<file path="src/sss_defines.vh">
// Purpose: shared constants of the supervisor serial command slave
// Assumes: included by bare name from every design file that needs it
// Notes:   definitions only, guarded against double inclusion
`ifndef SSS_DEFINES_VH
`define SSS_DEFINES_VH

// slave address layout: bits 7..4 fixed, bit 3 fixed, bit 2 strap, bit 1 ignored
`define SSS_ADDR_FIXED      4'hA
`define SSS_ADDR_BIT3       1'b0

// command and pointer codes
`define SSS_CMD_BLK_WR      8'hC0
`define SSS_CMD_BLK_RD      8'hC1
`define SSS_CMD_REBOOT      8'hC4
`define SSS_REG_LAST        8'h2F
`define SSS_USER_FIRST      8'h40
`define SSS_CFG_LAST        8'h9F
`define SSS_REG_DATA_LIMIT  8'h50
`define SSS_EE_PRESET_FIRST 8'h80
`define SSS_EE_PRESET_LAST  8'h82
`define SSS_BLK_MAX         8'h10
`define SSS_BLK_RD_COUNT    8'h10

// timing
`define SSS_BOOT_TIME_NS    2500000
`define SSS_CLK_PERIOD_NS   40
`define SSS_BOOT_CYCLES     (`SSS_BOOT_TIME_NS / `SSS_CLK_PERIOD_NS)

// reset values and buffer shape
`define SSS_PIN_IDLE        1'b1
`define SSS_PTR_RESET       8'h00
`define SSS_FIFO_DEPTH      8
`define SSS_FIFO_AW         3
`define SSS_FIFO_WIDTH      16

`endif

</file>
<file path="src/sss_fifo.v">
// Purpose: write buffer between the serial slave and the register/eeprom port
// Assumes: single clock, synchronous active-high reset
// Notes:   output stage is a register so the consumer sees flop outputs
`default_nettype none
`include "sss_defines.vh"

module sss_fifo #(
  parameter WIDTH = `SSS_FIFO_WIDTH,
  parameter DEPTH = `SSS_FIFO_DEPTH,
  parameter AW    = `SSS_FIFO_AW
) (
  input  wire             clk_sys_i,
  input  wire             sys_rst_i,
  input  wire             in_valid_i,
  output wire             in_ready_o,
  input  wire [WIDTH-1:0] in_data_i,
  output reg              out_valid_o,
  input  wire             out_ready_i,
  output reg  [WIDTH-1:0] out_data_o
);

  localparam [AW:0]   FULL_CNT = DEPTH[AW:0];
  localparam [AW-1:0] LAST_IDX = DEPTH[AW-1:0] - 1'b1;

  reg  [WIDTH-1:0] mem [0:DEPTH-1];
  reg  [AW-1:0]    wr_idx;
  reg  [AW-1:0]    rd_idx;
  reg  [AW:0]      count;
  wire             push;
  wire             pop;

  assign in_ready_o = (count != FULL_CNT);
  assign push       = in_valid_i & in_ready_o;
  // refill the output stage whenever it is empty or being taken
  assign pop        = (count != {(AW+1){1'b0}}) & (~out_valid_o | out_ready_i);

  //////////////////////////////////////////////////////////////////////////////
  always @(posedge clk_sys_i) begin
    if (push) begin
      mem[wr_idx] <= in_data_i;
    end
  end

  always @(posedge clk_sys_i) begin
    if (sys_rst_i) begin
      wr_idx      <= {AW{1'b0}};
      rd_idx      <= {AW{1'b0}};
      count       <= {(AW+1){1'b0}};
      out_valid_o <= 1'b0;
      out_data_o  <= {WIDTH{1'b0}};
    end else begin
      if (push) begin
        wr_idx <= (wr_idx == LAST_IDX) ? {AW{1'b0}} : wr_idx + 1'b1;
      end
      if (pop) begin
        rd_idx     <= (rd_idx == LAST_IDX) ? {AW{1'b0}} : rd_idx + 1'b1;
        out_data_o <= mem[rd_idx];
      end
      if (pop) begin
        out_valid_o <= 1'b1;
      end else if (out_ready_i) begin
        out_valid_o <= 1'b0;
      end
      if (push & ~pop) begin
        count <= count + 1'b1;
      end else if (pop & ~push) begin
        count <= count - 1'b1;
      end
    end
  end

endmodule // sss_fifo

`default_nettype wire

</file>
<file path="src/sss_slave.v">
// Purpose: two-wire command slave of a configurable power-supply supervisor
// Assumes: scl/sda/strap come from pins; ee_busy_i and rd_data_i are on clk_sys_i
// Notes:   scl is oversampled, never used as a clock; rd_data_i must follow
//          rd_addr_o combinationally
//
// Behaviour
// - a STOP aborts a transfer anywhere, except within the START's own SCL high phase
// - back-to-back writes are accepted after repeated START or STOP plus START
// - slave drives SDA low through the 9th clock to acknowledge received bytes
// - when transmitting, slave releases SDA in the 9th clock and samples master ack
// - command byte is NACKed during reboot, EEPROM write, or for illegal address
// - address bits 7..4 are 1010, bit 3 zero, bit 2 strap, bit 1 ignored
// - address bit 0 selects direction, zero write, one read
// - single send byte loads the pointer; NACK when disallowed or busy
// - command C0h is acknowledged and opens a block write
// - command C1h announces a block read via repeated START
// - single send byte C4h starts a software reboot
// - register write command must be 00h to 2Fh; data stored only if valid
// - write-byte command NACKed when invalid or an internal operation runs
// - block write is C0h, count 1 to 16, then that many acked data bytes
// - block pointer stops at 2Fh or 9Fh; excess bytes rewrite 9Fh and are dropped at 2Fh
// - location 2Fh is read-only and keeps its content on any write
// - read byte is command, repeated START, read address, one byte, NACK, STOP
// - receive byte returns data at the current pointer, which advances after each data byte read and holds at 2Fh or 9Fh
// - command below 50h takes data; 80h-82h data presets EEPROM address low byte
// - user EEPROM 40h-7Fh, config EEPROM 80h-9Fh; increment passes 7Fh to 80h
// - block read returns count 16 then data; master may stop early
// - every access is NACKed until the boot download ends, at most 2.5ms
`default_nettype none
`include "sss_defines.vh"

module sss_slave #(
  parameter BOOT_CYCLES = `SSS_BOOT_CYCLES,
  parameter BOOT_CW     = 17
) (
  input  wire        clk_sys_i,
  input  wire        sys_rst_i,
  input  wire        scl_i,
  input  wire        sda_i,
  output reg         sda_o,
  output reg         sda_oe_o,
  input  wire        addr_select_strap_i,
  input  wire        ee_busy_i,
  output reg  [7:0]  rd_addr_o,
  input  wire [7:0]  rd_data_i,
  output reg         rd_strobe_o,
  output wire        wr_valid_o,
  input  wire        wr_ready_i,
  output wire [7:0]  wr_addr_o,
  output wire [7:0]  wr_data_o,
  output reg         reboot_o,
  output reg         boot_busy_o
);

  localparam [5:0] ST_IDLE  = 6'h01;
  localparam [5:0] ST_RX    = 6'h02;
  localparam [5:0] ST_ACK   = 6'h04;
  localparam [5:0] ST_TX    = 6'h08;
  localparam [5:0] ST_TXACK = 6'h10;
  localparam [5:0] ST_WAIT  = 6'h20;

  localparam [2:0] K_ADDR = 3'h0;
  localparam [2:0] K_CMD  = 3'h1;
  localparam [2:0] K_DATA = 3'h2;
  localparam [2:0] K_CNT  = 3'h3;
  localparam [2:0] K_BLK  = 3'h4;
  localparam [2:0] K_NONE = 3'h5;

  localparam [BOOT_CW-1:0] BOOT_LOAD = BOOT_CYCLES[BOOT_CW-1:0] - 1'b1;

  //////////////////////////////////////////////////////////////////////////////
  // pin synchronisers: three flops, a change is taken once stages 2 and 3 agree
  wire [2:0] pin_raw;
  wire [2:0] pin_flt;

  assign pin_raw = {addr_select_strap_i, sda_i, scl_i};

  genvar gi;
  generate
    for (gi = 0; gi < 3; gi = gi + 1) begin : g_sync
      reg m1;
      reg m2;
      reg m3;
      reg flt;
      always @(posedge clk_sys_i) begin
        if (sys_rst_i) begin
          m1  <= `SSS_PIN_IDLE;
          m2  <= `SSS_PIN_IDLE;
          m3  <= `SSS_PIN_IDLE;
          flt <= `SSS_PIN_IDLE;
        end else begin
          m1 <= pin_raw[gi];
          m2 <= m1;
          m3 <= m2;
          if (m2 == m3) begin
            flt <= m3;
          end
        end
      end
      assign pin_flt[gi] = flt;
    end
  endgenerate

  wire scl_f   = pin_flt[0];
  wire sda_f   = pin_flt[1];
  wire strap_f = pin_flt[2];

  reg  scl_q;
  reg  sda_q;

  always @(posedge clk_sys_i) begin
    if (sys_rst_i) begin
      scl_q <= `SSS_PIN_IDLE;
      sda_q <= `SSS_PIN_IDLE;
    end else begin
      scl_q <= scl_f;
      sda_q <= sda_f;
    end
  end

  wire scl_rise  = scl_f & ~scl_q;
  wire scl_fall  = ~scl_f & scl_q;
  wire start_det = scl_f & scl_q & sda_q & ~sda_f;
  wire stop_det  = scl_f & scl_q & ~sda_q & sda_f;

  //////////////////////////////////////////////////////////////////////////////
  // boot download timer: runs after reset and after each reboot
  reg [BOOT_CW-1:0] boot_cnt;

  always @(posedge clk_sys_i) begin
    if (sys_rst_i) begin
      boot_cnt    <= BOOT_LOAD;
      boot_busy_o <= 1'b1;
    end else begin
      if (reboot_o) begin
        boot_cnt <= BOOT_LOAD;
      end else if (boot_cnt != {BOOT_CW{1'b0}}) begin
        boot_cnt <= boot_cnt - 1'b1;
      end
      boot_busy_o <= reboot_o | (boot_cnt != {BOOT_CW{1'b0}});
    end
  end

  //////////////////////////////////////////////////////////////////////////////
  function legal_ptr;
    input [7:0] b;
    begin
      legal_ptr = (b <= `SSS_REG_LAST) ||
                  ((b >= `SSS_USER_FIRST) && (b <= `SSS_CFG_LAST));
    end
  endfunction

  // saturating increment; 7Fh rolls into 80h naturally
  function [7:0] sat_inc;
    input [7:0] p;
    begin
      sat_inc = ((p == `SSS_REG_LAST) || (p == `SSS_CFG_LAST)) ? p : p + 8'h01;
    end
  endfunction

  //////////////////////////////////////////////////////////////////////////////
  reg  [5:0]  state;
  reg  [2:0]  kind;
  reg  [3:0]  bit_cnt;
  reg  [7:0]  shreg;
  reg  [7:0]  cmd;
  reg  [4:0]  blk_left;
  reg         ack_ok;
  reg         rw_read;
  reg         blk_rd_pend;
  reg         tx_data;
  reg         start_hi;
  reg         reboot_arm;
  reg         push_valid;
  reg  [15:0] push_data;
  wire        fifo_ready;

  wire [7:0] tx_next  = blk_rd_pend ? `SSS_BLK_RD_COUNT : rd_data_i;
  wire       addr_hit = (shreg[7:4] == `SSS_ADDR_FIXED) && (shreg[3] == `SSS_ADDR_BIT3) &&
                        (shreg[2] == strap_f) && ~boot_busy_o;
  wire       cmd_busy = boot_busy_o | ee_busy_i;
  wire       cmd_code = (shreg == `SSS_CMD_BLK_WR) || (shreg == `SSS_CMD_BLK_RD) ||
                        (shreg == `SSS_CMD_REBOOT);
  wire       cmd_ok   = ~cmd_busy & (legal_ptr(shreg) | cmd_code);
  wire       cnt_ok   = (shreg != 8'h00) && (shreg <= `SSS_BLK_MAX);
  wire       preset   = (cmd >= `SSS_EE_PRESET_FIRST) && (cmd <= `SSS_EE_PRESET_LAST);

  always @(posedge clk_sys_i) begin
    if (sys_rst_i) begin
      state       <= ST_IDLE;
      kind        <= K_ADDR;
      bit_cnt     <= 4'h0;
      shreg       <= 8'h00;
      cmd         <= 8'h00;
      blk_left    <= 5'h00;
      ack_ok      <= 1'b0;
      rw_read     <= 1'b0;
      blk_rd_pend <= 1'b0;
      tx_data     <= 1'b0;
      start_hi    <= 1'b0;
      reboot_arm  <= 1'b0;
      push_valid  <= 1'b0;
      push_data   <= 16'h0000;
      rd_addr_o   <= `SSS_PTR_RESET;
      rd_strobe_o <= 1'b0;
      reboot_o    <= 1'b0;
      sda_o       <= 1'b0;
      sda_oe_o    <= 1'b0;
    end else begin
      push_valid  <= 1'b0;
      rd_strobe_o <= 1'b0;
      reboot_o    <= 1'b0;
      sda_o       <= 1'b0;
      if (scl_fall) begin
        start_hi <= 1'b0;
      end
      if (start_det) begin
        // a repeated start keeps the pointer and a pending block read
        state      <= ST_RX;
        kind       <= K_ADDR;
        bit_cnt    <= 4'h0;
        sda_oe_o   <= 1'b0;
        start_hi   <= 1'b1;
        reboot_arm <= 1'b0;
      end else if (stop_det && !start_hi) begin
        state       <= ST_IDLE;
        sda_oe_o    <= 1'b0;
        blk_rd_pend <= 1'b0;
        reboot_arm  <= 1'b0;
        reboot_o    <= reboot_arm;
      end else begin
        case (state)
          ST_RX: begin
            if (scl_rise && bit_cnt != 4'h8) begin
              shreg   <= {shreg[6:0], sda_f};
              bit_cnt <= bit_cnt + 4'h1;
            end else if (scl_fall && bit_cnt == 4'h8) begin
              state <= ST_ACK;
              case (kind)
                K_ADDR: begin
                  rw_read  <= shreg[0];
                  ack_ok   <= addr_hit;
                  sda_oe_o <= addr_hit;
                end
                K_CMD: begin
                  ack_ok   <= cmd_ok;
                  sda_oe_o <= cmd_ok;
                  if (cmd_ok) begin
                    cmd         <= shreg;
                    blk_rd_pend <= (shreg == `SSS_CMD_BLK_RD);
                    reboot_arm  <= (shreg == `SSS_CMD_REBOOT);
                    if (legal_ptr(shreg)) begin
                      rd_addr_o <= shreg;
                    end
                  end
                end
                K_DATA: begin
                  ack_ok     <= fifo_ready;
                  sda_oe_o   <= fifo_ready;
                  reboot_arm <= 1'b0;
                  if (fifo_ready) begin
                    if (preset) begin
                      rd_addr_o <= shreg;
                    end else if (cmd < `SSS_REG_DATA_LIMIT || legal_ptr(cmd)) begin
                      push_valid <= (cmd != `SSS_REG_LAST);
                      push_data  <= {cmd, shreg};
                    end
                  end
                end
                K_CNT: begin
                  ack_ok   <= cnt_ok;
                  sda_oe_o <= cnt_ok;
                  blk_left <= shreg[4:0];
                end
                K_BLK: begin
                  ack_ok   <= fifo_ready && (blk_left != 5'h00);
                  sda_oe_o <= fifo_ready && (blk_left != 5'h00);
                  if (fifo_ready && (blk_left != 5'h00)) begin
                    push_valid <= (rd_addr_o != `SSS_REG_LAST);
                    push_data  <= {rd_addr_o, shreg};
                    rd_addr_o  <= sat_inc(rd_addr_o);
                    blk_left   <= blk_left - 5'h01;
                  end
                end
                default: begin
                  ack_ok   <= 1'b0;
                  sda_oe_o <= 1'b0;
                end
              endcase
            end
          end
          ST_ACK: begin
            if (scl_fall) begin
              sda_oe_o <= 1'b0;
              bit_cnt  <= 4'h0;
              if (!ack_ok) begin
                state <= ST_WAIT;
              end else if (kind == K_ADDR && rw_read) begin
                // first byte of a read goes out on this same falling edge
                shreg       <= tx_next;
                sda_oe_o    <= ~tx_next[7];
                tx_data     <= ~blk_rd_pend;
                rd_strobe_o <= ~blk_rd_pend;
                blk_rd_pend <= 1'b0;
                bit_cnt     <= 4'h1;
                state       <= ST_TX;
              end else begin
                state <= ST_RX;
                case (kind)
                  K_ADDR: begin
                    kind <= K_CMD;
                  end
                  K_CMD: begin
                    if (cmd == `SSS_CMD_BLK_WR) begin
                      kind <= K_CNT;
                    end else if (cmd == `SSS_CMD_BLK_RD || cmd == `SSS_CMD_REBOOT) begin
                      kind <= K_NONE;
                    end else begin
                      kind <= K_DATA;
                    end
                  end
                  K_CNT: begin
                    kind <= K_BLK;
                  end
                  K_BLK: begin
                    kind <= K_BLK;
                  end
                  default: begin
                    kind <= K_NONE;
                  end
                endcase
              end
            end
          end
          ST_TX: begin
            if (scl_fall) begin
              if (bit_cnt == 4'h8) begin
                sda_oe_o <= 1'b0;
                state    <= ST_TXACK;
              end else begin
                shreg    <= {shreg[6:0], 1'b0};
                sda_oe_o <= ~shreg[6];
                bit_cnt  <= bit_cnt + 4'h1;
              end
            end
          end
          ST_TXACK: begin
            if (scl_rise) begin
              ack_ok <= ~sda_f;
              if (tx_data) begin
                rd_addr_o <= sat_inc(rd_addr_o);
              end
            end else if (scl_fall) begin
              if (ack_ok) begin
                shreg       <= tx_next;
                sda_oe_o    <= ~tx_next[7];
                tx_data     <= ~blk_rd_pend;
                rd_strobe_o <= ~blk_rd_pend;
                blk_rd_pend <= 1'b0;
                bit_cnt     <= 4'h1;
                state       <= ST_TX;
              end else begin
                state <= ST_WAIT;
              end
            end
          end
          ST_WAIT: begin
            sda_oe_o <= 1'b0;
          end
          ST_IDLE: begin
            sda_oe_o <= 1'b0;
          end
          default: begin
            state    <= ST_IDLE;
            sda_oe_o <= 1'b0;
          end
        endcase
      end
    end
  end

  //////////////////////////////////////////////////////////////////////////////
  // a full buffer makes data bytes NACK, since scl cannot be stretched here
  wire [15:0] fifo_out;

  sss_fifo #(
    .WIDTH (`SSS_FIFO_WIDTH),
    .DEPTH (`SSS_FIFO_DEPTH),
    .AW    (`SSS_FIFO_AW)
  ) u_wbuf (
    .clk_sys_i   (clk_sys_i),
    .sys_rst_i   (sys_rst_i),
    .in_valid_i  (push_valid),
    .in_ready_o  (fifo_ready),
    .in_data_i   (push_data),
    .out_valid_o (wr_valid_o),
    .out_ready_i (wr_ready_i),
    .out_data_o  (fifo_out)
  );

  assign wr_addr_o = fifo_out[15:8];
  assign wr_data_o = fifo_out[7:0];

endmodule // sss_slave

`default_nettype wire

</file>
<file path="config.mk">
export PLATFORM = sky130hd
export DESIGN_NAME = sss_slave
export DESIGN_NICKNAME = d
export VERILOG_FILES = /design/src/sss_fifo.v /design/src/sss_slave.v
export VERILOG_INCLUDE_DIRS = /design/src
export SDC_FILE = /design/constraint.sdc
export NUM_CORES = 1
export LEC_CHECK = 0
export ABC_AREA = 0
export BUFFER_PORTS_ARGS = -buffer_cell sky130_fd_sc_hd__buf_2
export CORE_ASPECT_RATIO = 1.75
export CORE_UTILIZATION = 25
export DETAILED_ROUTE_END_ITERATION = 12
export PLACE_DENSITY_LB_ADDON = 0.08
export SKIP_CTS_REPAIR_TIMING = 1
export SYNTH_ARGS = -nofsm -noshare
export SYNTH_HDL_FRONTEND = slang
export SYNTH_SLANG_ARGS = --single-unit
</file>
<file path="constraint.sdc">
create_clock -name clk_sys_i -period 4.1 [get_ports clk_sys_i]
set_clock_uncertainty 0.05 [all_clocks]
set_input_delay 0.205 -clock clk_sys_i [delete_from_list [all_inputs] [get_ports clk_sys_i]]
set_output_delay 0.205 -clock clk_sys_i [all_outputs]
set_load 0.05 [all_outputs]
</file>
==> results by stage, run 1 <==
Outcome:
- The run finished, with violations left.
- The checks that failed: negative hold slack.

Cells and area:
- The top cell types in the final layout, fill and taps aside, are sky130_fd_sc_hd__edfxtp_1, sky130_fd_sc_hd__dfxtp_1, sky130_fd_sc_hd__nor2_1.
- The fraction of final layout cells with drive strength greater than 1 is 19.2%.
- The total number of nets in the final design is 1,003.
- The combined area of the multi-input logic cells is 4480 um2.
- Fill cells in the final layout number 4,428.
- Once layout is done, the placed cells without fillers occupy 13,000 um2.
- The final instance count without filler cells is 1,560.
- The leading cell type in the layout, fill and taps excluded is sky130_fd_sc_hd__edfxtp_1.
- The layout-stage area growth over the synthesis result is 16.9%.
- The total area of sequential cells is 6390 um2.
- The count of antenna diodes in the layout is 0.

Power and ir drop:
- The clock network burns 38.7% of the power.
- The net switching share of the total power is 29.1%.
- The sequential power share is 42.9%.
- VDD sags by at most 0.252 mV.
- The net switching power of the design is 2010 uW.
- The relative contribution of combinational cells to total power is 18.4%.
- The power density over the cells is 531 nW/um2.
- For this design the static power due to leakage is 0.00428 uW.
- The internal power of the cells totals 4900 uW.

Clock tree:
- The CTS tree is yes.
- The cell sitting at the root of the clock tree is a sky130_fd_sc_hd__clkbuf_16.
- Clock-pin slew was measured on the worst setup and hold paths at 0.07 ns.
- The source-to-sink clock delay at the later pin of the worst-skew pair is 0.54 ns.
- The clock buffer count from CTS is 27.
- The number of sinks handled by clock tree synthesis is 255.
- Counting along the longest clock path gives a buffer depth of 3.
- In this run the number of H-tree levels came out at 1.

Global routing:
- The via count of the first global-routing pass was 7,609.
- The number of antenna violations at the first check in global routing is 0.
- The global-route wire length before repair is 47,100 um.
- The largest net degree at the start of global routing is 60.
- The total overflow left after global routing is 0.
- In the global route stage, overall resource usage came out at 13.7%.

Critical path:
- STA classifies the critical path endpoint as a flip-flop.
- The element type at the critical path start is a flip-flop.
- Of all nets on the critical path, the largest fanout is 10.
- The depth of the worst register-to-register path is 11.
- The required time at the worst-slack endpoint is 4.52 ns.
- Data arrives at the worst endpoint at 3.70 ns.
- The critical path is of the reg -> reg type.

Logic synthesis:
- The synthesized design spends more area on one cell type than any other, namely sky130_fd_sc_hd__edfxtp_1.
- The post-synthesis cell area is 11,100 um2.
- The fraction of post-synthesis cell area in the top cell type by area is 34.5%.
- After synthesis, flip-flops and latches occupy 57.4% of the total area.
- The number of storage elements in the synthesis netlist is 255.
- The number of instances in the synthesized netlist is 929.
- The number of nets in the synthesized netlist is 958.
- The count of flip-flops with a built-in enable after synthesis is 128.
- The distinct cell type count of the synthesized netlist is 77.
- Each instance of the synthesized netlist takes up on average 12.0 um2.
- The most frequently used flop master after synthesis is sky130_fd_sc_hd__edfxtp_1.
- The number of warning messages in the yosys log is 0.
- In the post-synthesis netlist, the biggest area contributors are sky130_fd_sc_hd__edfxtp_1, sky130_fd_sc_hd__dfxtp_1, sky130_fd_sc_hd__mux4_2, sky130_fd_sc_hd__mux2i_1, sky130_fd_sc_hd__nor2_1.
- The fraction of registers with async set/reset is 0%.

Routing:
- The detailed router placed 7,302 vias in this run.
- The first-pass iteration count of the detailed router is 4.
- After detailed routing, the number of remaining DRC violations is 0.
- The average wire per standard cell is 19.6 um.
- The detailed-route vias per instance is 4.68.
- The violation count after the first detailed-routing iteration is 319.
- The number of nets still failing antenna checks after routing is 0.
- The sum of routed wire length over all layers is 30,600 um.

Timing:
- The worst path in the final design needs a cycle of 3.28 ns, including I/O delays and setup.
- Setup slack on the critical path of the routed design comes to 0.823 ns.
- Timing would allow up to 305 MHz.
- Setup repair after global routing left no endpoint under its margin.
- Final hold analysis gives a worst-case slack of -0.000395 ns.
- Measured against its own limit, the worst slew margin works out to 24.5%.
- The total negative slack is 0 ns.
- The number of failing setup endpoints in the final timing report is 0.
- The final count of hold timing violations is 1.
- The max-slew violation count came to 0.
- The transition time at the pin with the least slew margin is 1.13 ns.
- Of the available clock period, the critical path in the final layout requires 79.9%.

Die:
- The initial cell density of the core is 25.5%.
- The die area is 45,400 um2.
- In this run the horizontal extent of the chip is 161 um.
- The count of standard-cell rows is 101.
- The placeable core region is 43,600 um2.
- The die height is 281 um.
- The I/O pin total is 45.

Placement:
- Once detailed placement completed, the half-perimeter wirelength came to 20,500 um.
- The cell total after placement is 1,507.
- The final estimated routing congestion in global placement is 0.778.
- Timing analysis after detailed placement gives a worst setup slack of 0.813 ns.
- The count of buffers from port buffering is 43.
- The instance area after placement is 12,000 um2.

Run:
- The reported max-cap violation count is 0.

Min path:
- In this run the worst hold path is classified as in -> reg.
- The cell depth of the worst min-delay path is 3.
-- cells by family after synthesis --
group,Yosys count,synth area share [%]
fa+ha+maj,14,1.64
xor+xnor,19,1.50
simple gates,327,15.2
flops,255,57.4
other cells,1,0.0337
mux,76,10.4
buf+inv,69,2.74
compound gates,168,11.1
-- worst paths after layout --
path | startpoint | endpoint | slack, ns
worst min register to register | g_sync[2].m1 | g_sync[2].m2 | 0.35
worst min-delay path | rd_data_i[0] | shreg[0] | -0.0004
worst max-delay path | u_wbuf.count[0] | u_wbuf.count[3] | 0.82
worst max register to register | u_wbuf.count[0] | u_wbuf.count[3] | 0.82
-- through the flow --
stage	hold slack (ns)	total power (uW)	util, %
after floorplan	0.259	4000	-
after global placement	0.345	4340	27.6
after detailed placement	0.347	4340	27.6
after CTS	-0.231	7070	29.7
after global routing	0.0259	7240	29.8
final	-0.000395	6910	29.8
-- state kept, by name, indices dropped and copies added, names as in the netlist, 3 cells and up --
name and count:
u_wbuf.mem 128, boot_cnt 17, push_data 16, u_wbuf.out_data_o 16, cmd 8, rd_addr_o 8, shreg 8, state 6
blk_left 5, bit_cnt 4, u_wbuf.count 4, g_sync.flt 3, g_sync.m1 3, g_sync.m2 3, g_sync.m3 3, kind 3
u_wbuf.rd_idx 3, u_wbuf.wr_idx 3
-- synth_stat cells (5+ instances only) --
master / n
sky130_fd_sc_hd__clkbuf_1: 32
sky130_fd_sc_hd__a211oi_1: 26
sky130_fd_sc_hd__buf_2: 10
sky130_fd_sc_hd__inv_1: 17
sky130_fd_sc_hd__dfxtp_1: 127
sky130_fd_sc_hd__mux2i_1: 43
sky130_fd_sc_hd__nand2_1: 71
sky130_fd_sc_hd__a21oi_1: 53
sky130_fd_sc_hd__a311oi_1: 9
sky130_fd_sc_hd__or2_2: 15
sky130_fd_sc_hd__nor2b_1: 11
sky130_fd_sc_hd__mux4_2: 32
sky130_fd_sc_hd__o21ai_0: 23
sky130_fd_sc_hd__a21o_1: 6
sky130_fd_sc_hd__ha_1: 13
sky130_fd_sc_hd__nand3b_1: 6
sky130_fd_sc_hd__nor2_1: 100
sky130_fd_sc_hd__nand3_1: 20
sky130_fd_sc_hd__nand2b_1: 9
sky130_fd_sc_hd__o31ai_1: 5
sky130_fd_sc_hd__nor3_1: 22
sky130_fd_sc_hd__and2_1: 5
sky130_fd_sc_hd__nor4_1: 11
sky130_fd_sc_hd__or3_1: 9
sky130_fd_sc_hd__xnor2_1: 13
sky130_fd_sc_hd__xor2_1: 6
sky130_fd_sc_hd__and3_1: 13
sky130_fd_sc_hd__edfxtp_1: 128
sky130_fd_sc_hd__nor3b_1: 7
-- routing by layer --
metal | track usage, % | share of wire [%]
met1 | 14.0 | 38
met2 | 27.9 | 57
met3 | 1.53 | 2.5
met4 | 4.79 | 2.4
met5 | 0 | 0
-- layout make-up --
cell class | instances | share of cell area, %
Clock buffer | 33 | 5.45
Clock inverter | 16 | 1.84
Inverter | 17 | 0.491
Multi-Input combinational cell | 605 | 34.4
Sequential cell | 255 | 49.2
Tap cell | 566 | 5.45
Timing Repair Buffer | 68 | 3.19
-- power groups by stage --
stage | sequential (uW) | clock [uW] | combinational, uW
after CTS | 2980 | 2780 | 1310
after global placement | 3040 | 0 | 1310
final | 2960 | 2680 | 1270
after floorplan | 3180 | 0 | 821
after detailed placement | 3040 | 0 | 1310
after global routing | 3000 | 2860 | 1390
-- worst max-delay path: stages (launching register included) --
cell                      delay [ns]
sky130_fd_sc_hd__dfxtp_1        0.38
sky130_fd_sc_hd__or4b_2         0.80
sky130_fd_sc_hd__nand2_1        0.35
sky130_fd_sc_hd__inv_1          0.14
sky130_fd_sc_hd__ha_1           0.23
sky130_fd_sc_hd__inv_1          0.12
sky130_fd_sc_hd__ha_1           0.24
sky130_fd_sc_hd__a21o_1         0.18
sky130_fd_sc_hd__a21oi_1        0.18
sky130_fd_sc_hd__xnor2_1        0.09
sky130_fd_sc_hd__or3_1          0.30
sky130_fd_sc_hd__a21oi_1        0.14
No activity file was read; power rests on OpenSTA's default activity.
==> inputs of run 2 (changes only) <==
clock period = 3.1 ns   (was 4.1 ns; I/O delays follow)
==> results by stage, run 2 (same netlist as run 1, synthesis figures left out) <==
Critical path:
- The worst register-to-register path ends at u_wbuf.count[3].
- The worst setup path is launched from a flip-flop.
- The register-to-register setup slack is 0.29 ns (-0.53 ns).
- Traced cell by cell, the critical path runs through or4b_2 -> nand2_1 -> inv_1 -> ha_1 -> inv_1 -> ha_1 -> a21o_1 -> a21oi_1 -> xnor2_1 -> or3_1 -> a21oi_1.
- The launching element of the worst setup path is u_wbuf.count[0].
- The highest cell delay on the worst timing path was 0.70 ns (-0.10 ns).
- The worst flop-to-flop path startpoint is u_wbuf.count[0].
- The worst setup path is captured at a flip-flop.
- The depth of the worst register-to-register path came to 11 (unchanged).
- The critical path data arrival time was 3.25 ns (-0.45 ns).
- The kind of critical path is reg -> reg.
- The maximum fanout along the worst path came to 6 (-4).
- The required time at the worst-slack endpoint is 3.54 ns (-0.98 ns).
- The slowest stage of the critical path belongs to the cell sky130_fd_sc_hd__or4b_2.
- The most critical setup path has its endpoint at u_wbuf.count[3].

Run:
- The reported max-cap violation count is 0 (unchanged).

Clock tree:
- The number of sinks handled by clock tree synthesis is 255 (unchanged).
- The largest buffer count on any clock path is 3 (unchanged).
- The CTS tree is yes.
- The clock transition time at the flip-flop clock pins of the worst setup and hold paths is 0.06 ns (about the same).
- The number of H-tree levels is 1 (unchanged).
- The buffer type at the clock tree root is sky130_fd_sc_hd__clkbuf_16.
- The clock buffer count from CTS is 27 (unchanged).
- The source-to-sink clock delay at the later pin of the worst-skew pair is 0.56 ns (+0.02 ns).

Routing:
- The first-pass iteration count of the detailed router is 5 (+1).
- The number of nets still failing antenna checks after routing was 0 (unchanged).
- The sum of routed wire length over all layers is 30,600 um (+0.16%).
- The average wire per standard cell is 19.2 um (-2.0%).
- The detailed-route vias per instance is 4.66 (-0.48%).
- The violation count after the first detailed-routing iteration was 318 (-0.31%).
- The residual DRC count came to 0 (unchanged).
- The overall via count from detail_route was 7,430 (+1.8%).

Die:
- The initial cell density of the core came to 25.5% (unchanged).
- The die height is 281 um (unchanged).
- The I/O pin total is 45 (unchanged).
- The count of standard-cell rows is 101 (unchanged).
- The width of the die came to 161 um (unchanged).
- The die area came to 45,400 um2 (unchanged).
- The placeable core region came to 43,600 um2 (unchanged).

Global routing:
- The via count of the first global-routing pass is 7,885 (+3.6%).
- The largest net degree at the start of global routing was 39 (-35%).
- The total congestion overflow is 0 (unchanged).
- The global-route wire length before repair is 47,600 um (+1.1%).
- The number of antenna violations at the first check in global routing is 0 (unchanged).
- The aggregate global-route resource usage is 13.9% (+0.16 points).

Cells and area:
- The library cells used most frequently in the layout, excluding fill and tap cells, are sky130_fd_sc_hd__edfxtp_1, sky130_fd_sc_hd__dfxtp_1, sky130_fd_sc_hd__nor2_1.
- The final design area excluding fillers came to 13,300 um2 (+2.1%).
- In the final layout, the registers with the most flip-flops are u_wbuf.mem x128, boot_cnt x17.
- The count of antenna diodes in the layout is 0 (unchanged).
- The fraction of final layout cells with drive strength greater than 1 is 21.9% (+2.7 points).
- The fill cell instance count of the final layout came to 4,457 (+0.65%).
- The total number of nets in the final design came to 1,037 (+3.4%).
- The register with the highest flop count is u_wbuf.mem.
- The final instance count without filler cells is 1,595 (+2.2%).
- The leading cell type in the layout, fill and taps excluded is sky130_fd_sc_hd__edfxtp_1.
- The number of flip-flops in the largest register came to 128 (unchanged).
- The area growth from synthesis to layout is 19.4%.

Timing:
- The portion of the clock cycle consumed by the worst path in the final layout is 90.6% (+11 points).
- Setup repair after global routing left no endpoint under its margin.
- The maximum operating frequency is 356 MHz (+17%).
- The shortest period the worst path allows is 2.81 ns (-0.468 ns).
- The worst hold slack came to 0.0283 ns (+0.0287 ns).
- The total negative slack was 0 ns (unchanged).
- The final count of hold timing violations is 0 (-1).
- The max-slew violation count is 0 (unchanged).
- The normalized max-slew margin was 43.8% (+19 points).
- The number of failing setup endpoints in the final timing report was 0 (unchanged).
- The transition time at the pin with the least slew margin is 0.843 ns (-0.289 ns).

Outcome:
- The run finished with clean final reports.

Power and ir drop:
- The worst voltage drop across the vdd grid came to 0.283 mV (+12%).
- The leakage power summed over all cells was 0.00446 uW (+4.3%).
- The power density over the cells is 693 nW/um2 (+30%).

Placement:
- The instance area after placement is 12,300 um2 (+2.0%).
- The HPWL after detailed placement came to 21,400 um (+4.4%).
- The count of buffers from port buffering was 43 (unchanged).
- The final estimated routing congestion in global placement is 0.757 (-2.7%).
- The cell total after placement is 1,538 (+2.1%).

Min path:
- The class of the tightest hold or removal check is in -> reg.
run 2: how the worst min path moves through the flow:
| stage | startpoint | end | cells after the start |
|---|---|---|---|
| 6_report | rd_data_i[1] | shreg[1] | 4 |
| 4_1_cts | sda_i | g_sync[1].m1 | 2 |
| 3_3_place_gp | sda_i | g_sync[1].m1 | 2 |
| 3_5_place_dp | sda_i | g_sync[1].m1 | 2 |
| 2_1_floorplan | scl_i | g_sync[0].m1 | 1 |
| 5_1_grt | rd_data_i[2] | shreg[2] | 4 |
run 2: per-stage QoR:
step	utilization, %	total power [uW]	worst slack (ns)
after floorplan	-	5300	0.240
after global placement	28.1	5820	0.295
after detailed placement	28.1	5820	0.281
after CTS	30.3	9420	0.267
after global routing	30.5	9690	0.127
final	30.5	9200	0.291
run 2: per-layer routing:
metal | vias to the layer above | part of all wire [%] | global-route usage, %
met5 | - | 0 | 0
met4 | 0 | 3.1 | 5.42
met3 | 48 | 2.9 | 1.79
met2 | 123 | 57 | 28.3
met1 | 3612 | 37 | 13.8
li1 | 3647 | - | -
run 2: worst max-delay path: cells and delay by family (launching register included):
| family | cells | cell delay [ns] |
|---|---|---|
| xor+xnor | 1 | 0.09 |
| buf+inv | 2 | 0.19 |
| fa+ha+maj | 2 | 0.44 |
| simple gates | 3 | 1.13 |
| compound gates | 3 | 0.48 |
| flops | 1 | 0.37 |
run 2: power by group:
group	internal, uW	switching, uW
registers	3670	179
clock network	2110	1420
logic	750	1070
total	6530	2670
run 2: area by class of cell:
class	instances	area (um2)	share of cell area [%]
Clock buffer	35	739	5.57
Clock inverter	15	215	1.62
Inverter	17	63.8	0.480
Multi-Input combinational cell	605	4480	33.7
Sequential cell	255	6390	48.1
Tap cell	566	708	5.33
Timing Repair Buffer	102	691	5.20
==> inputs of run 3 (changes only) <==
PLACE_DENSITY = 0.41   (was unset)
PLACE_DENSITY_LB_ADDON = unset   (was 0.08)
==> results by stage, run 3 (same netlist as run 1, synthesis figures left out) <==
Cells and area:
- The leading cell type in the layout, fill and taps excluded is sky130_fd_sc_hd__edfxtp_1.
- The total area of sequential cells is 6390 um2 (unchanged).
- The layout-stage area growth over the synthesis result is 19.3% (about the same).
- In the layout the commonest cells are sky130_fd_sc_hd__edfxtp_1, sky130_fd_sc_hd__dfxtp_1, sky130_fd_sc_hd__nor2_1.
- The fraction of final layout cells with drive strength greater than 1 is 21.1% (-0.79 points).
- The final design area excluding fillers is 13,300 um2 (about the same).
- The fill cell instance count of the final layout came to 4,460 (+0.067%).
- In the final layout, the registers with the most flip-flops are u_wbuf.mem x128, boot_cnt x17.
- Ranked by flip-flop count, first place goes to u_wbuf.mem.
- The count of antenna diodes in the layout is 0 (unchanged).
- The number of flip-flops in the largest register is 128 (unchanged).
- The combined area of the multi-input logic cells is 4460 um2 (-0.28%).
- The total number of nets in the final design is 1,034 (-0.29%).
- The final instance count without filler cells was 1,591 (-0.25%).

Power and ir drop:
- The net switching power of the design is 2610 uW (-2.4%).
- The leakage power summed over all cells came to 0.00444 uW (-0.42%).
- The power density over the cells came to 696 nW/um2 (+0.55%).
- The worst voltage drop across the vdd grid is 0.577 mV (+100%).
- The net switching share of the total power is 28.2% (-0.84 points).
- The internal portion of total power is 6640 uW (+1.7%).
- The relative contribution of combinational cells to total power was 20.1% (+0.3 points).
- The total power of the final layout came to 9240 uW (+0.49%).
- The sequential power share is 40.8% (-1.1 points).
- The portion of total power attributed to the clock network came to 39.1% (+0.8 points).

Timing:
- The portion of the clock cycle consumed by the worst path in the final layout is 90.4% (-0.19 points).
- The number of failing setup endpoints in the final timing report came to 0 (unchanged).
- The transition time at the pin with the least slew margin is 0.674 ns (-0.168 ns).
- The final critical-path setup slack is 0.297 ns (+0.00584 ns).
- The total negative slack is 0 ns (unchanged).
- The normalized max-slew margin is 54.7% (+11 points).
- The worst hold slack is -0.0140 ns (-0.0423 ns).
- The shortest period the worst path allows was 2.80 ns (-0.00584 ns).
- The max-slew violation count is 0 (unchanged).
- The final count of hold timing violations came to 1 (+1).
- The maximum operating frequency is 357 MHz (+0.21%).
- Setup repair after global routing left no endpoint under its margin.

Die:
- The die height is 281 um (unchanged).
- The count of standard-cell rows is 101 (unchanged).
- The initial cell density of the core is 25.5% (unchanged).
- The width of the die is 161 um (unchanged).
- The I/O pin total is 45 (unchanged).
- The die area came to 45,400 um2 (unchanged).
- The placeable core region is 43,600 um2 (unchanged).

Global routing:
- The via count of the first global-routing pass was 7,855 (-0.38%).
- The total congestion overflow came to 0 (unchanged).
- The largest net degree at the start of global routing is 46 (+18%).
- The number of antenna violations at the first check in global routing is 0 (unchanged).
- The aggregate global-route resource usage was 13.0% (-0.89 points).
- The global-route wire length before repair is 45,600 um (-4.1%).

Clock tree:
- The source-to-sink clock delay at the later pin of the worst-skew pair is 0.54 ns (-0.02 ns).
- The number of sinks handled by clock tree synthesis was 255 (unchanged).
- The buffer type at the clock tree root is sky130_fd_sc_hd__clkbuf_16.
- The number of H-tree levels was 1 (unchanged).
- The clock buffer count from CTS was 27 (unchanged).
- The clock transition time at the flip-flop clock pins of the worst setup and hold paths is 0.06 ns (about the same).
- The largest buffer count on any clock path is 3 (unchanged).
- TritonCTS built the clock tree.

Outcome:
- The final reports fail on negative hold slack.
- The flow ran to the end, but the final reports show violations.

Routing:
- The first-pass iteration count of the detailed router is 4 (-1).
- The number of nets still failing antenna checks after routing is 0 (unchanged).
- The sum of routed wire length over all layers is 28,500 um (-6.8%).
- The violation count after the first detailed-routing iteration is 369 (+16%).
- The average wire per standard cell is 17.9 um (-6.5%).
- The overall via count from detail_route is 7,450 (+0.27%).
- The residual DRC count is 0 (unchanged).
- The detailed-route vias per instance is 4.68 (+0.52%).

Critical path:
- The required time at the worst-slack endpoint is 3.51 ns (-0.03 ns).
- The family of cells with the greatest summed delay on the critical path is simple AND/OR/NAND/NOR gates.
- The slowest library cell on the worst path is sky130_fd_sc_hd__or4b_2.
- The total buffers and inverters traversed by the critical path was 2 (unchanged).
- The signal on the critical path passes through or4b_2 -> nand2_1 -> inv_1 -> ha_1 -> inv_1 -> ha_1 -> a21o_1 -> a21oi_1 -> xnor2_1 -> or3_1 -> a21oi_1.
- The kind of critical path is reg -> reg.
- The critical path capture point type is a flip-flop.
- The critical path data arrival time is 3.22 ns (-0.03 ns).
- The element type at the critical path start is a flip-flop.
- The highest cell delay on the worst timing path came to 0.68 ns (-0.02 ns).
- The maximum fanout along the worst path is 6 (unchanged).

Placement:
- The final estimated routing congestion in global placement is 0.792 (+4.6%).
- The worst-case setup slack after placement was 0.281 ns (-0.000138 ns).
- The HPWL after detailed placement is 19,400 um (-9.3%).
- The cell total after placement is 1,536 (-0.13%).
- The count of buffers from port buffering is 43 (unchanged).
- The instance area after placement is 12,200 um2 (-0.23%).

Run:
- The reported max-cap violation count came to 0 (unchanged).

Min path:
- The path class of the tightest hold or removal check is in -> reg.
## run 3: changes by cell type in the layout (fill, tap and decap cells not counted), moves of 2 or more
cell,before,now
sky130_fd_sc_hd__bufinv_16,5,7
sky130_fd_sc_hd__inv_6,2,0
sky130_fd_sc_hd__clkinv_1,0,2
sky130_fd_sc_hd__clkinv_2,5,1
sky130_fd_sc_hd__nor2_1,97,100
sky130_fd_sc_hd__nor2_2,3,0
sky130_fd_sc_hd__buf_4,52,50
## run 3: layout make-up
class,count,share of cell area (%)
Timing Repair Buffer,99,5.02
Clock inverter,15,1.97
Multi-Input combinational cell,605,33.6
Inverter,17,0.481
Sequential cell,255,48.1
Tap cell,566,5.34
Clock buffer,34,5.44
## run 3: worst paths after layout
kind | startpoint | depth (start not counted) | slack (ns) | endpoint
max | u_wbuf.count[1] | 11 | 0.30 | u_wbuf.count[3]
min | rd_data_i[4] | 5 | -0.01 | shreg[4]
max reg2reg | u_wbuf.count[1] | 11 | 0.30 | u_wbuf.count[3]
min reg2reg | g_sync[2].m1 | 1 | 0.36 | g_sync[2].m2
## run 3: worst reg2reg max path: cells and delay by family, from the launching register on
family	cells	cell delay, ns
flip-flops	1	0.37
adder cells (fa/ha/maj)	2	0.45
buffers and inverters	2	0.19
XOR/XNOR	1	0.10
AND/OR/NAND/NOR	3	1.11
AO/OA/AOI/OAI	3	0.47
## run 3: power by group through the flow
stage          registers, uW  logic [uW]  clock network (uW)
5_1_grt                 3790        2080                3860
4_1_cts                 3770        1920                3730
2_1_floorplan           4210        1090                   0
3_3_place_gp            3850        1930                   0
3_5_place_dp            3850        1920                   0
6_report                3770        1860                3610
## run 3: metrics by stage
| step | hold slack, ns | util, % |
|---|---|---|
| finish | -0.0140 | 30.4 |
| detailed placement | 0.296 | 28.0 |
| global route | 0.0512 | 30.4 |
| global placement | 0.295 | 28.0 |
| CTS | -0.277 | 30.3 |
| floorplan | 0.209 | - |
## run 3: metal layers
layer | share of wire [%] | global-route usage (%) | vias to the layer above
met2 | 55 | 24.9 | 124
met3 | 2.9 | 1.56 | 51
met1 | 39 | 14.1 | 3639
met4 | 3.2 | 5.39 | 0
met5 | 0 | 0 | -
li1 | - | - | 3636
